--- src/hub_power_defines.vh ---
// Constants for the hub port power and strap control block
`ifndef HUB_POWER_DEFINES_VH
`define HUB_POWER_DEFINES_VH

// ****************************************
// Register bus
// ****************************************
`define ADDR_W 8
`define DATA_W 32
`define OFF_CTRL 8'h00
`define OFF_STATUS 8'h04
`define OFF_INT_STAT 8'h08
`define OFF_INT_MASK 8'h0C

// ****************************************
// Control register fields
// ****************************************
`define CTRL_PWR_LO 0
`define CTRL_PWR_HI 3
`define CTRL_SWAP_EN 4
`define CTRL_RST 5'h00

// ****************************************
// Status register fields
// ****************************************
`define ST_COMBINED 0
`define ST_GENERAL 1
`define ST_SHARED_SMB 2
`define ST_SHARED_OC 3
`define ST_PORT1_OC 4
`define ST_SWAPPED 5
`define ST_PWR_LO 6
`define ST_PWR_HI 9
`define ST_DONE 10

// ****************************************
// Interrupt bits
// ****************************************
`define INT_W 2
`define INT_SHARED_OC 0
`define INT_PORT1_OC 1
`define INT_RST 2'h0

// ****************************************
// Synchroniser lanes
// ****************************************
`define SYNC_W 8
`define SY_RST_N 0
`define SY_SHARED_OC 1
`define SY_PORT1_OC 2
`define SY_COMBINED 3
`define SY_CC1 4
`define SY_SCL 5
`define SY_CC2 6
`define SY_SDA 7

`endif

--- src/hub_port_power_strap_ctrl.v ---
// Downstream power, overcurrent, strap and shared pin control of a hub
//
// Contract
// - Low shared overcurrent input means overcurrent
// - Shared power enable low means power on
// - Small package: clock strap picks data/power
// - CC1 strap pull-up picks general hub mode
// - Power-delivery mode leaves port power alone
// - Serial pins: SMBus or companion link by mode
// - General mode, swap disabled: sleep indicator high when asleep
// - General mode, swap enabled: low CC2 input swaps ports
// - Low external reset input holds device reset
// - Per-port mode: four low-active power enables
// - Per-port mode: port 1 overcurrent input
// - Reference oscillator from external crystal
// - Gang strap high picks combined arrangement
`timescale 1ns/1ps
`include "hub_power_defines.vh"
module hub_port_power_strap_ctrl (
   // Clock and reset
   input wire clk_sys,
   input wire sys_rst,
   input wire ext_reset_in_n,
   // Crystal
   input wire crystal_in,
   output wire crystal_out,
   // Package variant tie
   input wire small_package,
   // Register port
   input wire [`ADDR_W-1:0] reg_addr,
   input wire [`DATA_W-1:0] reg_wdata,
   input wire reg_wr,
   input wire reg_rd,
   output reg [`DATA_W-1:0] reg_rdata,
   output wire irq,
   // Overcurrent and strap pins
   input wire shared_overcurrent_in_n,
   input wire port_overcurrent_in_n_1,
   input wire combined_mode_strap,
   // Shared power enable, small package pin
   output reg shared_port_power_on_n,
   output reg shared_power_oe_n,
   // Power enable / CC1 strap pin
   input wire cc1_pin_in,
   output reg cc1_pin_out,
   output reg cc1_pin_oe_n,
   // Per-port power enables
   output reg port_power_on_n_1,
   output reg port_power_on_n_2,
   output reg port_power_on_n_3,
   output reg port_power_on_n_4,
   // Sleep indicator / CC2 pin
   input wire cc2_pin_in,
   output reg cc2_pin_out,
   output reg cc2_pin_oe_n,
   // Management serial pins
   input wire mgmt_serial_data_in,
   output reg mgmt_serial_data_out,
   output reg mgmt_serial_data_oe_n,
   input wire mgmt_serial_clock_in,
   output reg mgmt_serial_clock_out,
   output reg mgmt_serial_clock_oe_n,
   // Hub core side
   input wire hub_sleep,
   input wire smb_data_drive_low,
   input wire link_data_out,
   input wire link_data_oe,
   input wire link_clock_out,
   output reg serial_data_level,
   output reg serial_clock_level,
   output wire power_delivery_hub_mode,
   output wire port_swap
);

   // ****************************************
   // Signals
   // ****************************************
   wire [`SYNC_W-1:0] pin_raw; // Pin levels, asynchronous
   wire [`SYNC_W-1:0] pin_s; // Pin levels after two flops
   wire func_rst; // Device held in reset
   reg combined_ff; // Combined arrangement latched
   reg general_ff; // General hub mode latched
   reg shared_smb_ff; // Shared pin is SMBus data
   reg strap_done_ff; // Straps frozen
   reg [`CTRL_SWAP_EN:0] ctrl_ff; // Control register
   reg [`INT_W-1:0] int_stat_ff; // Sticky events
   reg [`INT_W-1:0] int_mask_ff; // Event mask
   reg [`INT_W-1:0] nxt_int_stat; // Next sticky value
   reg [`INT_W-1:0] oc_prev_ff; // Overcurrent asserted last cycle
   wire [`INT_W-1:0] oc_now; // Overcurrent asserted now
   wire [`INT_W-1:0] oc_rise; // New overcurrent events
   wire [`CTRL_PWR_HI:`CTRL_PWR_LO] pwr_on; // Per-port power wanted
   wire swap_now; // Swap input asserted

   // ****************************************
   // Shared helpers
   // ****************************************
   // Address match for one register
   function hit;
      input [`ADDR_W-1:0] addr;
      input [`ADDR_W-1:0] off;
      begin
         hit = (addr == off);
      end
   endfunction

   // Active-low level to asserted flag
   function asserted_n;
      input level_n;
      begin
         asserted_n = ~level_n;
      end
   endfunction

   // ****************************************
   // Oscillator
   // ****************************************
   // inverting crystal amplifier
   // Only the amplifier stage; the core clock arrives on clk_sys
   assign crystal_out = ~crystal_in;

   // ****************************************
   // Pin synchronisers
   // ****************************************
   assign pin_raw[`SY_RST_N] = ext_reset_in_n;
   assign pin_raw[`SY_SHARED_OC] = shared_overcurrent_in_n;
   assign pin_raw[`SY_PORT1_OC] = port_overcurrent_in_n_1;
   assign pin_raw[`SY_COMBINED] = combined_mode_strap;
   assign pin_raw[`SY_CC1] = cc1_pin_in;
   assign pin_raw[`SY_SCL] = mgmt_serial_clock_in;
   assign pin_raw[`SY_CC2] = cc2_pin_in;
   assign pin_raw[`SY_SDA] = mgmt_serial_data_in;

   // every strap and pin through two flops
   pin_sync #(
      .WIDTH(`SYNC_W)
   ) u_pin_sync (
      .clk_sys(clk_sys),
      .sys_rst(sys_rst),
      .async_in(pin_raw),
      .sync_out(pin_s)
   );

   // low reset input holds reset
   // Pull-up is external to this logic; a floating pin reads high
   assign func_rst = ~pin_s[`SY_RST_N];

   // ****************************************
   // Strap capture
   // ****************************************
   // Straps follow the pins while in reset and freeze at release
   always @(posedge clk_sys or posedge sys_rst) begin
      if (sys_rst) begin
         combined_ff <= 1'b1;
         general_ff <= 1'b1;
         shared_smb_ff <= 1'b0;
         strap_done_ff <= 1'b0;
      end else if (func_rst) begin
         combined_ff <= pin_s[`SY_COMBINED];
         general_ff <= pin_s[`SY_CC1];
         shared_smb_ff <= small_package & pin_s[`SY_SCL];
         strap_done_ff <= 1'b0;
      end else begin
         strap_done_ff <= 1'b1;
      end
   end

   assign power_delivery_hub_mode = ~general_ff;

   // ****************************************
   // Overcurrent events
   // ****************************************
   // shared input low is overcurrent
   assign oc_now[`INT_SHARED_OC] = combined_ff & asserted_n(pin_s[`SY_SHARED_OC]);
   // port 1 input low is overcurrent
   assign oc_now[`INT_PORT1_OC] = ~combined_ff & asserted_n(pin_s[`SY_PORT1_OC]);
   assign oc_rise = oc_now & ~oc_prev_ff;

   // Edge memory; cleared in reset, so a fault held through release is reported
   always @(posedge clk_sys or posedge sys_rst) begin
      if (sys_rst) begin
         oc_prev_ff <= `INT_RST;
      end else if (func_rst) begin
         oc_prev_ff <= `INT_RST;
      end else begin
         oc_prev_ff <= oc_now;
      end
   end

   // Sticky status; a new event wins over a same-cycle clear
   always @* begin
      nxt_int_stat = int_stat_ff;
      if (reg_wr && hit(reg_addr, `OFF_INT_STAT)) begin
         nxt_int_stat = nxt_int_stat & ~reg_wdata[`INT_W-1:0];
      end
      nxt_int_stat = nxt_int_stat | oc_rise;
   end

   // ****************************************
   // Register writes
   // ****************************************
   always @(posedge clk_sys or posedge sys_rst) begin
      if (sys_rst) begin
         ctrl_ff <= `CTRL_RST;
         int_stat_ff <= `INT_RST;
         int_mask_ff <= `INT_RST;
      end else if (func_rst) begin
         // Device reset clears software state too
         ctrl_ff <= `CTRL_RST;
         int_stat_ff <= `INT_RST;
         int_mask_ff <= `INT_RST;
      end else begin
         int_stat_ff <= nxt_int_stat;
         if (reg_wr && hit(reg_addr, `OFF_CTRL)) begin
            ctrl_ff <= reg_wdata[`CTRL_SWAP_EN:0];
         end
         if (reg_wr && hit(reg_addr, `OFF_INT_MASK)) begin
            int_mask_ff <= reg_wdata[`INT_W-1:0];
         end
      end
   end

   // Level interrupt while any unmasked event is pending
   assign irq = |(int_stat_ff & int_mask_ff);

   // ****************************************
   // Register reads
   // ****************************************
   // Data stands in the cycle after the read strobe only
   always @(posedge clk_sys or posedge sys_rst) begin
      if (sys_rst) begin
         reg_rdata <= {`DATA_W{1'b0}};
      end else begin
         reg_rdata <= {`DATA_W{1'b0}};
         if (reg_rd) begin
            case (reg_addr)
               `OFF_CTRL: begin
                  reg_rdata[`CTRL_SWAP_EN:0] <= ctrl_ff;
               end
               `OFF_STATUS: begin
                  reg_rdata[`ST_COMBINED] <= combined_ff;
                  reg_rdata[`ST_GENERAL] <= general_ff;
                  reg_rdata[`ST_SHARED_SMB] <= shared_smb_ff;
                  reg_rdata[`ST_SHARED_OC] <= oc_now[`INT_SHARED_OC];
                  reg_rdata[`ST_PORT1_OC] <= oc_now[`INT_PORT1_OC];
                  reg_rdata[`ST_SWAPPED] <= swap_now;
                  reg_rdata[`ST_PWR_HI:`ST_PWR_LO] <= pwr_on;
                  reg_rdata[`ST_DONE] <= strap_done_ff;
               end
               `OFF_INT_STAT: begin
                  reg_rdata[`INT_W-1:0] <= int_stat_ff;
               end
               `OFF_INT_MASK: begin
                  reg_rdata[`INT_W-1:0] <= int_mask_ff;
               end
               default: begin
                  // Unmapped address reads zero
                  reg_rdata <= {`DATA_W{1'b0}};
               end
            endcase
         end
      end
   end

   // ****************************************
   // Power decisions
   // ****************************************
   // Overcurrent drops power at once, ahead of software
   // nothing switched in power-delivery mode
   assign pwr_on[0] = general_ff & ctrl_ff[`CTRL_PWR_LO]
                      & ~oc_now[`INT_PORT1_OC] & ~oc_now[`INT_SHARED_OC];
   assign pwr_on[3:1] = {3{general_ff & ~oc_now[`INT_SHARED_OC]}}
                        & ctrl_ff[`CTRL_PWR_HI:`CTRL_PWR_LO+1];

   // swap only when enabled and input low
   assign swap_now = general_ff & ctrl_ff[`CTRL_SWAP_EN] & ~pin_s[`SY_CC2];
   assign port_swap = swap_now;

   // ****************************************
   // Power pins
   // ****************************************
   // All pins released or off while in reset so straps read cleanly
   always @(posedge clk_sys or posedge sys_rst) begin
      if (sys_rst) begin
         shared_port_power_on_n <= 1'b1;
         shared_power_oe_n <= 1'b1;
         cc1_pin_out <= 1'b1;
         cc1_pin_oe_n <= 1'b1;
         port_power_on_n_1 <= 1'b1;
         port_power_on_n_2 <= 1'b1;
         port_power_on_n_3 <= 1'b1;
         port_power_on_n_4 <= 1'b1;
      end else if (func_rst) begin
         shared_port_power_on_n <= 1'b1;
         shared_power_oe_n <= 1'b1;
         cc1_pin_out <= 1'b1;
         cc1_pin_oe_n <= 1'b1;
         port_power_on_n_1 <= 1'b1;
         port_power_on_n_2 <= 1'b1;
         port_power_on_n_3 <= 1'b1;
         port_power_on_n_4 <= 1'b1;
      end else begin
         shared_port_power_on_n <= ~(combined_ff & (|pwr_on));
         // pin released when it serves SMBus data
         shared_power_oe_n <= ~(small_package & ~shared_smb_ff);
         cc1_pin_out <= ~(combined_ff & (|pwr_on));
         // CC1 pin not driven in power-delivery mode
         cc1_pin_oe_n <= ~(general_ff & ~small_package);
         port_power_on_n_1 <= ~(~combined_ff & pwr_on[0]);
         port_power_on_n_2 <= ~(~combined_ff & pwr_on[1]);
         port_power_on_n_3 <= ~(~combined_ff & pwr_on[2]);
         port_power_on_n_4 <= ~(~combined_ff & pwr_on[3]);
      end
   end

   // ****************************************
   // Sleep indicator and serial pins
   // ****************************************
   always @(posedge clk_sys or posedge sys_rst) begin
      if (sys_rst) begin
         cc2_pin_out <= 1'b0;
         cc2_pin_oe_n <= 1'b1;
         mgmt_serial_data_out <= 1'b1;
         mgmt_serial_data_oe_n <= 1'b1;
         mgmt_serial_clock_out <= 1'b1;
         mgmt_serial_clock_oe_n <= 1'b1;
         serial_data_level <= 1'b1;
         serial_clock_level <= 1'b1;
      end else if (func_rst) begin
         cc2_pin_out <= 1'b0;
         cc2_pin_oe_n <= 1'b1;
         mgmt_serial_data_out <= 1'b1;
         mgmt_serial_data_oe_n <= 1'b1;
         mgmt_serial_clock_out <= 1'b1;
         mgmt_serial_clock_oe_n <= 1'b1;
         serial_data_level <= 1'b1;
         serial_clock_level <= 1'b1;
      end else begin
         // high asleep, low in normal running
         cc2_pin_out <= hub_sleep;
         // Driven only in general mode with swap disabled
         cc2_pin_oe_n <= ~(general_ff & ~ctrl_ff[`CTRL_SWAP_EN]);
         serial_data_level <= pin_s[`SY_SDA];
         serial_clock_level <= pin_s[`SY_SCL];
         // SMBus in general, companion link otherwise
         if (general_ff) begin
            // Open drain data, clock is an input
            mgmt_serial_data_out <= 1'b0;
            mgmt_serial_data_oe_n <= ~smb_data_drive_low;
            mgmt_serial_clock_out <= 1'b1;
            mgmt_serial_clock_oe_n <= 1'b1;
         end else begin
            mgmt_serial_data_out <= link_data_out;
            mgmt_serial_data_oe_n <= ~link_data_oe;
            mgmt_serial_clock_out <= link_clock_out;
            mgmt_serial_clock_oe_n <= 1'b0;
         end
      end
   end

endmodule

--- src/pin_sync.v ---
// Two-flop synchroniser for a group of asynchronous pin levels
`timescale 1ns/1ps
module pin_sync #(
   parameter WIDTH = 8
) (
   // Clock and reset
   input wire clk_sys,
   input wire sys_rst,
   // Levels
   input wire [WIDTH-1:0] async_in,
   output wire [WIDTH-1:0] sync_out
);

   reg [WIDTH-1:0] meta_ff; // First stage, read only by second
   reg [WIDTH-1:0] sync_ff; // Second stage, safe to use

   // ****************************************
   // Two flip-flops per lane
   // ****************************************
   // Resets to zero; the active-low reset lane thus starts in reset
   always @(posedge clk_sys or posedge sys_rst) begin
      if (sys_rst) begin
         meta_ff <= {WIDTH{1'b0}};
         sync_ff <= {WIDTH{1'b0}};
      end else begin
         meta_ff <= async_in;
         sync_ff <= meta_ff;
      end
   end

   assign sync_out = sync_ff;

endmodule

--- config.mk ---
export PLATFORM = sky130hd
export DESIGN_NAME = hub_port_power_strap_ctrl
export DESIGN_NICKNAME = d
export VERILOG_FILES = /design/src/hub_port_power_strap_ctrl.v /design/src/pin_sync.v
export VERILOG_INCLUDE_DIRS = /design/src /design/src/src
export SDC_FILE = /design/constraint.sdc
export NUM_CORES = 1
export LEC_CHECK = 0
export BUFFER_PORTS_ARGS = -buffer_cell sky130_fd_sc_hd__buf_2
export CAP_MARGIN = 20
export CORE_MARGIN = 5
export CORE_UTILIZATION = 41
export CTS_CLUSTER_SIZE = 25
export DETAILED_ROUTE_END_ITERATION = 10
export PLACE_DENSITY = 0.75
export SLEW_MARGIN = 20
export SYNTH_ARGS = -nofsm -noshare
export SYNTH_HDL_FRONTEND = slang
export SYNTH_SLANG_ARGS = --single-unit
--- constraint.sdc ---
create_clock -name clk_sys -period 1.6 [get_ports clk_sys]
set_input_delay 0.24 -clock clk_sys [delete_from_list [all_inputs] [get_ports clk_sys]]
set_output_delay 0.24 -clock clk_sys [all_outputs]
set_load 0.05 [all_outputs]
==> impl_results.md <==
- Area growth from synthesis to layout: 25.3%
- Pre-CTS WS: 138 ps
- Worst Path Required: 1360 ps
- Crit-path slowest cell: dfstp_2
- Top cell type's share of synthesized area: 0.457
- Final setup TNS: 0 ps
- Max Cap Violations: 0
- Layout cell share with drive strength beyond 1: 0.415
- HPWL after DPL: 3090 um
- Vias in the first global route: 1421
- Root Buffer Master: clkbuf_8
- WP data arrival: 1260 ps
- Largest cells by area after synthesis: dfrtp_1 (46%), dfstp_2 (19%), buf_4 (7.3%), mux2i_1 (4.5%), nand2_1 (3.7%)
- Seq/Total Area, Yosys: 0.644
- TritonCTS clock tree: built
- Cell variety after synth: 31
- GRT Util Overall: 0.129
- M1 WL: 1710 um
- RSZ-0062 raised after global routing: no
- Die W: 84.0 um
- Yosys warns: 0
- H-tree levels: 3
- Avg WL per Cell: 12.5 um
- Clock slew at reported path FFs: 60 ps
- Area of the mapped netlist: 2250 um2
- Clk sink count: 57
- Crit Path Max Fanout: 4
- Drt initial violations: 89
- Final period util: 0.937
- Row Count: 27
- Routed length on met3: 379 um
- Grt total ovfl: 0
- Effective utilization at floorplan: 0.416
- Clock latency on the worst-skew pair: 330 ps
- Initial antenna violation count: 0
- Worst-case vdd ir drop: 0.000445 V
- Core ar.: 5410 um2
- Final Critical Period: 1500 ps
- Total CTS buffers: 9
- PortBufs: 62
- Via density: 4.29
- Cell Area, Placed: 2570 um2
- Final Max Slew Viols: 0
- Mapped Avg Cell Area: 12.3 um2
- Largest net degree at the start of global routing: 39
- Critical path endpoint category: output port
- Synthesis-stage register bit count: 57
- Kind of critical path: flop to output port
- I/O pins: 111
- Syn Inst Count: 182
- # setup viols final: 0
- Status: finished, final reports clean
- Layout Nets: 314
- Drc violations: 0
- ANT cells: 0
- Antenna viol nets, final: 0
- Routed wl met2: 1930 um
- Post-layout util: 0.521
- Power after layout: 3.14 mW
- Final hold viol count: 0
- Placer Congestion: 0.832
- Area leader, netlist: dfrtp_1
- Worst path max stage delay: 560 ps
- Via count: 1423
- Final WL: 4140 um
- Die area: 7060 um2
- Setup ws final: 101 ps
- Highest metal used: met4
- Die Span Y: 84.0 um
- DRT Pass-1 Iters: 4
- Fmax: 0.667 GHz
- Skew final: 5.94 ps
- Hold Path Class: input port to flop
- CP cell instances: nand2_1, nor2_2, buf_4
- First-pass GRT wire length: 6810 um
- Power density over the cells: 1120 nW/um2
- Max Buffers Root-to-Sink: 2
- Leak: 1.41 nW
- Design area: 2820 um2
- CP Launch Type: flop
-- state kept, by name (all words and copies together) (netlist names), 2 cells and up --
name,count
u_pin_sync.sync_out,8
oc_prev_ff,2
int_mask_ff,2
int_stat_ff,2
u_pin_sync.meta_ff,8
reg_rdata,11
ctrl_ff,5
-- placed cells by master, fill, tap and decap left out, drive strengths merged --
master and instances:
o311ai 1, conb 21, nor2b 4, nand2b 3, nand4b 3, o21ai 3, dfstp 16, nand3b 1
mux2 2, a21o 2, or2 2, a32o 1, nor4bb 1, nand4 2, and2 1, clkbuf 14
nor4 1, dlygate4sd3 4, a31o 1, inv 10, clkinvlp 1, nor2 9, clkinv 2, or3 3
nand3 3, nand2 22, dfrtp 41, a22o 1, mux2i 10, buf 66, mux4 2, nor3 7
-- power by group --
part	switching, mW	internal (mW)
Sequential	0.0296	1.51
Combinational	0.275	0.0952
Clock	0.508	0.726
-- final cells by class --
cell class | instances | area [um2]
Inverter | 11 | 45.0
Timing Repair Buffer | 70 | 395
Clock buffer | 14 | 183
Fill cell | 497 | 2590
Clock inverter | 2 | 10.0
Multi-Input combinational cell | 106 | 647
Sequential cell | 57 | 1450
Tap cell | 72 | 90.1
-- per-layer routing --
metal | global-route usage | up-vias
met4 | 0.0789 | 0
met1 | 0.150 | 647
met5 | 0 | -
met3 | 0.0622 | 9
li1 | - | 701
met2 | 0.189 | 66
-- metrics by stage --
stage | std cells | hold slack [ps]
floorplan | 202 | 271
detailed placement | 311 | 266
CTS | 330 | 1.43
global route | 332 | 6.26
global placement | 311 | 272
finish | 332 | 20.8
-- cell families (layout without fill, tap and decap cells) --
logic type | count (synthesis) | after routing | synth area share
compound gates | 9 | 9 | 0.0295
buf+inv | 39 | 97 | 0.103
mux | 14 | 14 | 0.0746
simple gates | 62 | 62 | 0.148
flops | 57 | 57 | 0.644
other cells | 1 | 21 | 0.00167
-- synthesized netlist by cell type --
cell       n
buf_2      2
or3_1      3
mux2i_1   10
nand4_2    1
clkbuf_1   4
nand3b_1   1
dfrtp_1   41
mux2_2     2
or2_2      2
buf_4     22
inv_1     11
nand3_1    3
nand2_1   22
and2_1     1
nor2_1     9
dfstp_2   16
conb_1     1
a32o_1     1
nor4bb_1   1
mux4_2     2
o311ai_0   1
nor4_4     1
nand4_1    1
nand2b_1   3
nand4b_1   3
nor2b_1    4
nor3_1     7
a31o_2     1
a22o_1     1
a21o_1     2
o21ai_0    3
-- critical path, delay by kind of cell (launching register included) --
family / cells / cell delay, ps
DFF: 1 / 560
buffers and inverters: 1 / 200
and+or+nand+nor: 2 / 170
-- final timing paths --
kind	start	end	slack (ps)	depth (start not counted)
max in group asynchronous	sys_rst	cc1_pin_out$_DFF_PP1_	560	4
setup reg to reg	combined_ff$_DFFE_PP1N_	port_power_on_n_1$_DFF_PP1_	290	3
hold reg to reg	u_pin_sync.meta_ff[6]$_DFF_PP0_	u_pin_sync.sync_out[6]$_DFF_PP0_	350	0
setup / recovery	general_ff$_DFFE_PP1N_	port_swap	100	3
hold / removal	shared_overcurrent_in_n	u_pin_sync.meta_ff[1]$_DFF_PP0_	20	1
min in group asynchronous	sys_rst	cc2_pin_out$_DFF_PP0_	470	3
-- what timing repair did --
action,4_1_cts,5_1_grt
hold buffers,2,2
resized for setup,1,0
endpoints found under the setup margin,1,0
setup buffers,1,0
endpoints found under the hold margin,14,2
Power figures use the tool's default switching activity.
